===== config.mk =====
export PLATFORM = sky130hd
export DESIGN_NAME = led_indicator_controller
export DESIGN_NICKNAME = d
export VERILOG_FILES = /design/src/led_ind_pkg.sv /design/src/led_indicator_controller.sv
export SDC_FILE = /design/constraint.sdc
export NUM_CORES = 1
export LEC_CHECK = 0
export BUFFER_PORTS_ARGS = -buffer_cell sky130_fd_sc_hd__buf_2
export CAP_MARGIN = 20
export CORE_UTILIZATION = 60
export DETAILED_ROUTE_END_ITERATION = 8
export PLACE_DENSITY = 0.78
export SLEW_MARGIN = 0
export SYNTH_ARGS = -nofsm -noshare
export SYNTH_HDL_FRONTEND = slang
export SYNTH_SLANG_ARGS = --single-unit

===== constraint.sdc =====
create_clock -name CLK_I -period 5 [get_ports CLK_I]
set_input_delay 0.25 -clock CLK_I [delete_from_list [all_inputs] [get_ports CLK_I]]
set_output_delay 0.25 -clock CLK_I [all_outputs]
set_load 0.005 [all_outputs]

===== src/led_ind_pkg.sv =====
// constants and types for the front-panel indicator controller
// Functional notes
// - access point receive LED blinks while receiving
// - one red error blink for either fault
// - link lit when attached; speed only 100M
// - normal mode push transmit lights steady
// - battery power: level bar and push transmit off after 15s
// - site survey push transmit lights steady
// - four segments at 80-100% or full
// - three segments at 60-80% or good
// - two segments at 40-60% or moderate
// - one segment at 20-40% or poor
// - no segments below 20% or none
package led_ind_pkg;
	// ----------------------------------------
	// timing
	// ----------------------------------------
	localparam int unsigned CLK_HZ = 250_000_000;
	localparam int unsigned CLK_PERIOD_NS = 4;
	localparam int unsigned FAST_HZ = 2;
	localparam int unsigned ERR_FAST_HZ = 4;
	localparam int unsigned SLOW_DIV = 2;
	localparam int unsigned OFF_SECS = 15;
	localparam int unsigned FAST_HALF_CYC = CLK_HZ / (2 * FAST_HZ);
	localparam int unsigned ERR_HALF_CYC = CLK_HZ / (2 * ERR_FAST_HZ);
	localparam longint unsigned OFF_CYC = longint'(OFF_SECS) * longint'(CLK_HZ);
	// ----------------------------------------
	// level thresholds, percent
	// ----------------------------------------
	localparam logic [6:0] LVL_FOUR = 7'h50;
	localparam logic [6:0] LVL_THREE = 7'h3c;
	localparam logic [6:0] LVL_TWO = 7'h28;
	localparam logic [6:0] LVL_ONE = 7'h14;
	localparam logic [3:0] BAR_SEG1 = 4'h1;
	localparam logic [3:0] BAR_SEG2 = 4'h2;
	// ----------------------------------------
	// modes and signal grades
	// ----------------------------------------
	typedef enum logic [1:0] {MODE_NORMAL, MODE_SURVEY, MODE_UPDATE} mode_t;
	typedef enum logic [2:0] {SIG_NONE, SIG_POOR, SIG_MODERATE, SIG_GOOD, SIG_FULL} sig_t;
endpackage


===== src/led_indicator_controller.sv =====
// indicator LED controller for sensor node and access point
`timescale 1ns/10ps
module led_indicator_controller import led_ind_pkg::*; #(
	parameter longint unsigned OFF_CYCLES = OFF_CYC,
	parameter int unsigned FAST_HALF = FAST_HALF_CYC,
	parameter int unsigned ERR_HALF = ERR_HALF_CYC
) (
	input wire logic CLK_I,
	input wire logic NRST_I,
	input wire logic CE_I,
	input wire logic [1:0] MODE_I,
	input wire logic INIT_I,
	input wire logic PUSH_CFG_I,
	input wire logic NODE_TX_I,
	input wire logic UPD_RX_I,
	input wire logic UPD_TX_I,
	input wire logic ON_BATTERY_I,
	input wire logic BATT_LOW_I,
	input wire logic SHOW_SIGNAL_I,
	input wire logic [6:0] BATT_PCT_I,
	input wire logic [2:0] SIG_GRADE_I,
	input wire logic RF_FAULT_I,
	input wire logic IO_FAULT_I,
	input wire logic AP_RX_ACT_I,
	input wire logic LAN_LINK_I,
	input wire logic LAN_100M_I,
	output logic STATUS_GRN_O,
	output logic STATUS_RED_O,
	output logic ERR_RED_O,
	output logic RX_GRN_O,
	output logic TX_GRN_O,
	output logic [3:0] LEVEL_YEL_O,
	output logic AP_STATUS_O,
	output logic AP_ERR_O,
	output logic AP_RX_O,
	output logic LINK_GRN_O,
	output logic SPEED_YEL_O
);

	// ----------------------------------------
	// input synchronisers
	// ----------------------------------------
	localparam int NIN = 25;
	logic [NIN-1:0] raw;
	logic [NIN-1:0] s1_r;
	logic [NIN-1:0] s2_r;
	assign raw = {MODE_I, INIT_I, PUSH_CFG_I, NODE_TX_I, UPD_RX_I, UPD_TX_I, ON_BATTERY_I,
		BATT_LOW_I, SHOW_SIGNAL_I, BATT_PCT_I, SIG_GRADE_I, RF_FAULT_I, IO_FAULT_I,
		AP_RX_ACT_I, LAN_LINK_I, LAN_100M_I};
	always_ff @(posedge CLK_I or negedge NRST_I) begin
		if (!NRST_I) begin
			s1_r <= '0;
			s2_r <= '0;
		end else if (CE_I) begin
			s1_r <= raw;
			s2_r <= s1_r;
		end
	end

	logic [1:0] mode;
	logic init, push_cfg, node_tx, upd_rx, upd_tx, on_batt, batt_low, show_sig;
	logic [6:0] batt_pct;
	logic [2:0] sig_grade;
	logic rf_flt, io_flt, ap_rx, lan_link, lan_100m;
	logic [1:0] mode_w;
	logic [6:0] pct_w;
	logic [2:0] grade_w;
	logic [1:0] mode_r;
	logic [6:0] pct_r;
	logic [2:0] grade_r;
	assign {mode_w, init, push_cfg, node_tx, upd_rx, upd_tx, on_batt, batt_low, show_sig,
		pct_w, grade_w, rf_flt, io_flt, ap_rx, lan_link, lan_100m} = s2_r;
	// words taken only when both stages agree: bit skew never shows a mixed value,
	// at the cost of one more cycle of latency
	always_ff @(posedge CLK_I or negedge NRST_I) begin
		if (!NRST_I) begin
			mode_r <= '0;
			pct_r <= '0;
			grade_r <= '0;
		end else if (CE_I) begin
			if (s1_r[24:23] == mode_w) mode_r <= mode_w;
			if (s1_r[14:8] == pct_w) pct_r <= pct_w;
			if (s1_r[7:5] == grade_w) grade_r <= grade_w;
		end
	end
	assign mode = mode_r;
	assign batt_pct = pct_r;
	assign sig_grade = grade_r;

	// ----------------------------------------
	// blink timebase
	// ----------------------------------------
	// one counter for 2 Hz, 0.5 Hz derived by dividing it, keeps phases aligned
	logic [31:0] fast_cnt_r;
	logic fast_ph_r;
	// slow half period is four fast halves
	logic [SLOW_DIV:0] slow_cnt_r;
	logic [31:0] err_cnt_r;
	logic err_ph_r;
	always_ff @(posedge CLK_I or negedge NRST_I) begin
		if (!NRST_I) begin
			fast_cnt_r <= '0;
			fast_ph_r <= 1'b0;
			slow_cnt_r <= '0;
		end else if (CE_I) begin
			if (fast_cnt_r == FAST_HALF - 1) begin
				fast_cnt_r <= '0;
				fast_ph_r <= ~fast_ph_r;
				slow_cnt_r <= slow_cnt_r + 3'h1;
			end else begin
				fast_cnt_r <= fast_cnt_r + 32'h1;
			end
		end
	end
	always_ff @(posedge CLK_I or negedge NRST_I) begin
		if (!NRST_I) begin
			err_cnt_r <= '0;
			err_ph_r <= 1'b0;
		end else if (CE_I) begin
			if (err_cnt_r == ERR_HALF - 1) begin
				err_cnt_r <= '0;
				err_ph_r <= ~err_ph_r;
			end else begin
				err_cnt_r <= err_cnt_r + 32'h1;
			end
		end
	end
	logic slow_ph;
	assign slow_ph = slow_cnt_r[SLOW_DIV];

	// ----------------------------------------
	// battery auto-off
	// ----------------------------------------
	// restarts on mode change; external supply keeps indicators on
	logic [39:0] off_cnt_r;
	logic [1:0] mode_prev_r;
	logic lit_r;
	logic ind_en;
	always_ff @(posedge CLK_I or negedge NRST_I) begin
		if (!NRST_I) begin
			off_cnt_r <= '0;
			mode_prev_r <= '0;
			lit_r <= 1'b1;
		end else if (CE_I) begin
			mode_prev_r <= mode;
			if (!on_batt || mode != mode_prev_r) begin
				off_cnt_r <= '0;
				lit_r <= 1'b1;
			end else if (off_cnt_r >= OFF_CYCLES - 1) begin
				lit_r <= 1'b0;
			end else begin
				off_cnt_r <= off_cnt_r + 40'h1;
			end
		end
	end
	assign ind_en = lit_r;

	// ----------------------------------------
	// level bar
	// ----------------------------------------
	function automatic logic [3:0] bar_of_pct(input logic [6:0] p);
		if (p >= LVL_FOUR) return 4'hf;
		else if (p >= LVL_THREE) return 4'h7;
		else if (p >= LVL_TWO) return 4'h3;
		else if (p >= LVL_ONE) return 4'h1;
		else return 4'h0;
	endfunction
	function automatic logic [3:0] bar_of_sig(input logic [2:0] g);
		unique case (sig_t'(g))
			SIG_FULL: return 4'hf;
			SIG_GOOD: return 4'h7;
			SIG_MODERATE: return 4'h3;
			SIG_POOR: return 4'h1;
			default: return 4'h0;
		endcase
	endfunction

	// ----------------------------------------
	// node indicator outputs
	// ----------------------------------------
	logic [3:0] bar;
	logic [3:0] flt_seg;
	assign bar = show_sig ? bar_of_sig(sig_grade) : bar_of_pct(batt_pct);
	assign flt_seg = rf_flt ? BAR_SEG1 : (io_flt ? BAR_SEG2 : 4'h0);

	always_ff @(posedge CLK_I or negedge NRST_I) begin
		if (!NRST_I) begin
			STATUS_GRN_O <= 1'b0;
			STATUS_RED_O <= 1'b0;
			ERR_RED_O <= 1'b0;
			RX_GRN_O <= 1'b0;
			TX_GRN_O <= 1'b0;
			LEVEL_YEL_O <= 4'h0;
		end else if (CE_I) begin
			if (mode_t'(mode) == MODE_SURVEY) STATUS_GRN_O <= 1'b1;
			else if (init) STATUS_GRN_O <= fast_ph_r;
			else if (push_cfg && mode_t'(mode) == MODE_NORMAL) STATUS_GRN_O <= slow_ph;
			else STATUS_GRN_O <= 1'b0;
			STATUS_RED_O <= batt_low & slow_ph;
			ERR_RED_O <= (rf_flt | io_flt) & err_ph_r;
			RX_GRN_O <= (mode_t'(mode) == MODE_UPDATE) & upd_rx;
			if (mode_t'(mode) == MODE_UPDATE) TX_GRN_O <= upd_tx;
			else TX_GRN_O <= push_cfg & node_tx & ind_en;
			if (!ind_en) LEVEL_YEL_O <= 4'h0;
			else if (flt_seg != 4'h0) LEVEL_YEL_O <= (bar & ~flt_seg) | (flt_seg & {4{err_ph_r}});
			else LEVEL_YEL_O <= bar;
		end
	end

	// ----------------------------------------
	// access point outputs
	// ----------------------------------------
	always_ff @(posedge CLK_I or negedge NRST_I) begin
		if (!NRST_I) begin
			AP_STATUS_O <= 1'b0;
			AP_ERR_O <= 1'b0;
			AP_RX_O <= 1'b0;
			LINK_GRN_O <= 1'b0;
			SPEED_YEL_O <= 1'b0;
		end else if (CE_I) begin
			AP_STATUS_O <= slow_ph;
			AP_ERR_O <= (rf_flt | io_flt) & fast_ph_r;
			AP_RX_O <= ap_rx & fast_ph_r;
			LINK_GRN_O <= lan_link;
			SPEED_YEL_O <= lan_link & lan_100m;
		end
	end

	// ----------------------------------------
	// checks
	// ----------------------------------------
	property p_speed;
		@(posedge CLK_I) disable iff (!NRST_I)
		CE_I ##1 CE_I |-> (SPEED_YEL_O == ($past(s2_r[1]) & $past(s2_r[0])));
	endproperty
	a_speed: assert property (p_speed) else $error("speed led wrong");
	property p_link;
		@(posedge CLK_I) disable iff (!NRST_I) CE_I |=> LINK_GRN_O == $past(lan_link);
	endproperty
	a_link: assert property (p_link) else $error("link led wrong");
	property p_aperr;
		@(posedge CLK_I) disable iff (!NRST_I) CE_I && !rf_flt && !io_flt |=> !AP_ERR_O;
	endproperty
	a_aperr: assert property (p_aperr) else $error("error led without fault");
	property p_aprx;
		@(posedge CLK_I) disable iff (!NRST_I) CE_I && !ap_rx |=> !AP_RX_O;
	endproperty
	a_aprx: assert property (p_aprx) else $error("rx led without traffic");
	property p_tx;
		@(posedge CLK_I) disable iff (!NRST_I)
		CE_I && mode_t'(mode) != MODE_UPDATE && push_cfg && node_tx && lit_r |=> TX_GRN_O;
	endproperty
	a_tx: assert property (p_tx) else $error("tx led not lit");
	property p_full;
		@(posedge CLK_I) disable iff (!NRST_I)
		CE_I && lit_r && !show_sig && batt_pct >= LVL_FOUR && !rf_flt && !io_flt
		|=> LEVEL_YEL_O == 4'hf;
	endproperty
	a_full: assert property (p_full) else $error("bar not full");
	property p_low;
		@(posedge CLK_I) disable iff (!NRST_I)
		CE_I && !show_sig && batt_pct < LVL_ONE && !rf_flt && !io_flt |=> LEVEL_YEL_O == 4'h0;
	endproperty
	a_low: assert property (p_low) else $error("bar not dark");
	property p_survey;
		@(posedge CLK_I) disable iff (!NRST_I) CE_I && mode_t'(mode) == MODE_SURVEY |=> STATUS_GRN_O;
	endproperty
	a_survey: assert property (p_survey) else $error("survey status not steady");
	property p_off;
		@(posedge CLK_I) disable iff (!NRST_I) !lit_r && CE_I |=> LEVEL_YEL_O == 4'h0;
	endproperty
	a_off: assert property (p_off) else $error("bar lit after timeout");
	c_timeout: cover property (@(posedge CLK_I) disable iff (!NRST_I) $fell(lit_r));
	c_upd: cover property (@(posedge CLK_I) disable iff (!NRST_I) RX_GRN_O && TX_GRN_O);
	c_fault: cover property (@(posedge CLK_I) disable iff (!NRST_I) ERR_RED_O && LEVEL_YEL_O[0]);

endmodule // led_indicator_controller


==> reports/results.tsv <==
stage	metric	value	unit
critical_path	end_kind	flop	
critical_path	reg2reg_depth	7	
die	rows	43	
finish	fillers	1025	
critical_path	cp_slowest_stage_delay	750	ps
global_routing	antenna_found_initial	0	
timing	hold_slack	38.3	ps
critical_path	arrival	3190	ps
routing	dr.pass1.iters	4	
place	hpwl	11400	µm
synthesis	syn_inst	791	
power_and_ir_drop	finalPower	0.00352	W
timing	tightest_slew	1010	ps
finish	antennaDiodeCount	0	
synthesis	yosysWarnings	0	
clocking	postCtsHoldBufs	1	
critical_path	worstPathRequired	5350	ps
synthesis	synthArstFlopShare	1.00	
synthesis	synth_most_common_cell	dfrtp_1	
clocking	ctsResizeCount	0	
critical_path	worst-setup-path-type	flop to flop	
routing	viasPerCell	6.06	
critical_path	worstReg2RegStart	off_cnt_r[0]	
routing	routedWlPerCell	16.7	µm
finish	areaGrowthSynthToFinish	11.2	%
routing	drc_errors	0	
routing	vias	6191	
global_routing	grt_overflow	0	
finish	final-seq-area	4660	µm²
clocking	path_clk_slew	70	ps
routing	ant_nets	0	
synthesis	synth-edff-count	0	
timing	maxSlewHeadroom	0.320	
synthesis	yosysTopAreaCell	dfrtp_1	
global_routing	grt_pass1_vias	6317	
synthesis	synth_common_cells	dfrtp_1 (185), nor2_1 (83), mux2_2 (61)	
die	initial_core_util	0.618	
finish	final_nets	861	
power_and_ir_drop	p_leak	4.24	nW
critical_path	endpoint	off_cnt_r[6]	
timing	fin_setup_tns	0	ps
job	drv_cap	0	
critical_path	cp-startpoint	off_cnt_r[0]	
die	die_y	122	µm
critical_path	cp_cell_sequence	ha_1 > and2_1 > a21o_1 > a221oi_4 > o21ai_2 > or4_1 > a21oi_1	
global_routing	grt_max_degree	98	
global_routing	grt_usage	0.257	
place	port_buffers	41	
clocking	cts_tree	done	
synthesis	syn_nets	823	
synthesis	ys_seq_area_frac	0.541	
clocking	clock_path_buffers	2	
synthesis	synth_ff_type	dfrtp_1	
die	die_w	122	µm
power_and_ir_drop	power_density	368	nW/µm²
clocking	clockRootBuffer	clkbuf_16	
finish	drive_above_1_share	0.182	
synthesis	synthTopCellsByArea	dfrtp_1 (54%), mux2_2 (8.0%), xor2_1 (5.2%)	
routing	drt-initial-drc-count	490	
timing	fmax	352	MHz
die	num_io_pins	42	
timing	rsz0062_at_grt	no	
power_and_ir_drop	vdd_drop_max	0.250	mV
timing	final_hold_viol_count	0	
synthesis	syn_area	8610	µm²
critical_path	crit_fanout	19	
clocking	cts_setup_buffers	0	
clocking	cts.sinks	186	
critical_path	cp_num_cells	7	
critical_path	r2r-end	off_cnt_r[6]	
clocking	h-tree-depth	4	
synthesis	synth_cell_types	51	
critical_path	slowest_stage	a221oi_4	
synthesis	ys_seq_elements	186	
place	gp_congestion	0.861	
critical_path	cp-start-kind	flop	
synthesis	synth_top_area_share	0.537	
critical_path	path_delay_family	compound AO/OA/AOI/OAI gates	
routing	drt-total-wl	17100	µm
timing	setup_violations	0	
critical_path	path_buf_inv	0	
worst_hold_path	hold_class	input port to flop	
die	die_area	14800	µm²
timing	min_period	2840	ps
synthesis	syn_avg_cell_area	10.9	µm²
clocking	clk_latency	440	ps
clocking	numCtsBuffers	17	
finish	multiInputGateArea	3780	µm²
timing	period_share	0.568	
timing	final_max_slew_viol_count	0	
die	coreArea	13900	µm²
global_routing	grt_pass1_wl	29900	µm
timing	clock_skew	12.5	ps
critical_path	r2r_slack	2160	ps
outcome	outcome	complete, no violations	
-- worst reg2reg max path, cell delays in order (launching register included) --
cell      delay [ps]
dfrtp_1          420
ha_1             240
and2_1           160
a21o_1           220
a221oi_4         750
o21ai_2          330
or4_1            470
a21oi_1          170
-- flip-flops by register name, summed over array words and instances, names as in the netlist, 2 cells and up --
| name | count |
|---|---|
| s2_r | 25 |
| off_cnt_r | 40 |
| err_cnt_r | 32 |
| grade_r | 3 |
| s1_r | 25 |
| slow_cnt_r | 3 |
| mode_prev_r | 2 |
| mode | 2 |
| LEVEL_YEL_O | 4 |
| fast_cnt_r | 32 |
| batt_pct | 5 |
-- through the flow --
| stage | setup slack, ps | utilization | cells | instance area, µm² |
|---|---|---|---|---|
| floorplan | 2790 | - | 791 | 8610 |
| global placement | 2200 | 0.645 | 988 | 8980 |
| detailed placement | 2060 | 0.645 | 989 | 8990 |
| CTS | 2200 | 0.687 | 1022 | 9580 |
| global route | 1980 | 0.687 | 1022 | 9580 |
| finish | 2160 | 0.687 | 1022 | 9580 |
-- power breakdown --
group	switching [W]	internal [W]
registers	0.000149	0.00165
logic	0.000204	0.000192
clock network	0.000617	0.000710
total	0.000971	0.00255
-- metal layers --
layer,GRT usage,part of all wire
met4,0.0826,0.013
met1,0.344,0.45
met3,0.0492,0.034
met2,0.423,0.51
met5,0,0
-- area by class of cell --
class                      instances  share of cell area
clock buffer                      18              0.0448
clock inverter                    14              0.0157
inverter                          18             0.00705
multi-input combinational        558               0.395
sequential                       186               0.486
tap                              180              0.0235
timing repair buffer              48              0.0281
-- cells by family (layout without fill, tap and decap cells) --
logic type,count (synthesis),after routing,synth area share
muxes,62,62,0.0809
and+or+nand+nor,313,313,0.189
adders and majority gates,4,4,0.00581
buffers and inverters,47,98,0.0218
AOI/OAI and AO/OA,87,87,0.0684
xor gates and xnor gates,92,92,0.0935
DFF,186,186,0.541
-- layout by cell type (no fill, tap or decap), types with 17 or more instances in the layout --
| master | netlist | routed |
|---|---|---|
| dfrtp_1 | 185 | 185 |
| xor2_1 | 51 | 51 |
| a21oi_1 | 18 | 18 |
| nand4_1 | 33 | 33 |
| nor3_1 | 19 | 19 |
| xnor2_1 | 41 | 41 |
| nand2_1 | 47 | 47 |
| mux2_2 | 61 | 61 |
| buf_2 | 3 | 39 |
| and3_1 | 17 | 17 |
| nand3_1 | 44 | 44 |
| clkbuf_16 | 0 | 17 |
| inv_1 | 17 | 17 |
| nor2_1 | 83 | 83 |
| o21ai_0 | 24 | 24 |
-- worst min-delay path by stage --
stage | slack, ps | startpoint | endpoint | cells past startpoint
floorplan | -50 | NRST_I | AP_ERR_O | 0
global placement | 390 | NRST_I | off_cnt_r[15] | 1
detailed placement | 400 | NRST_I | off_cnt_r[16] | 1
CTS | 30 | UPD_RX_I | s1_r[19] | 2
global route | 40 | SIG_GRADE_I[1] | s1_r[6] | 2
finish | 40 | NODE_TX_I | s1_r[20] | 2
(Power assumes the default switching activity.)
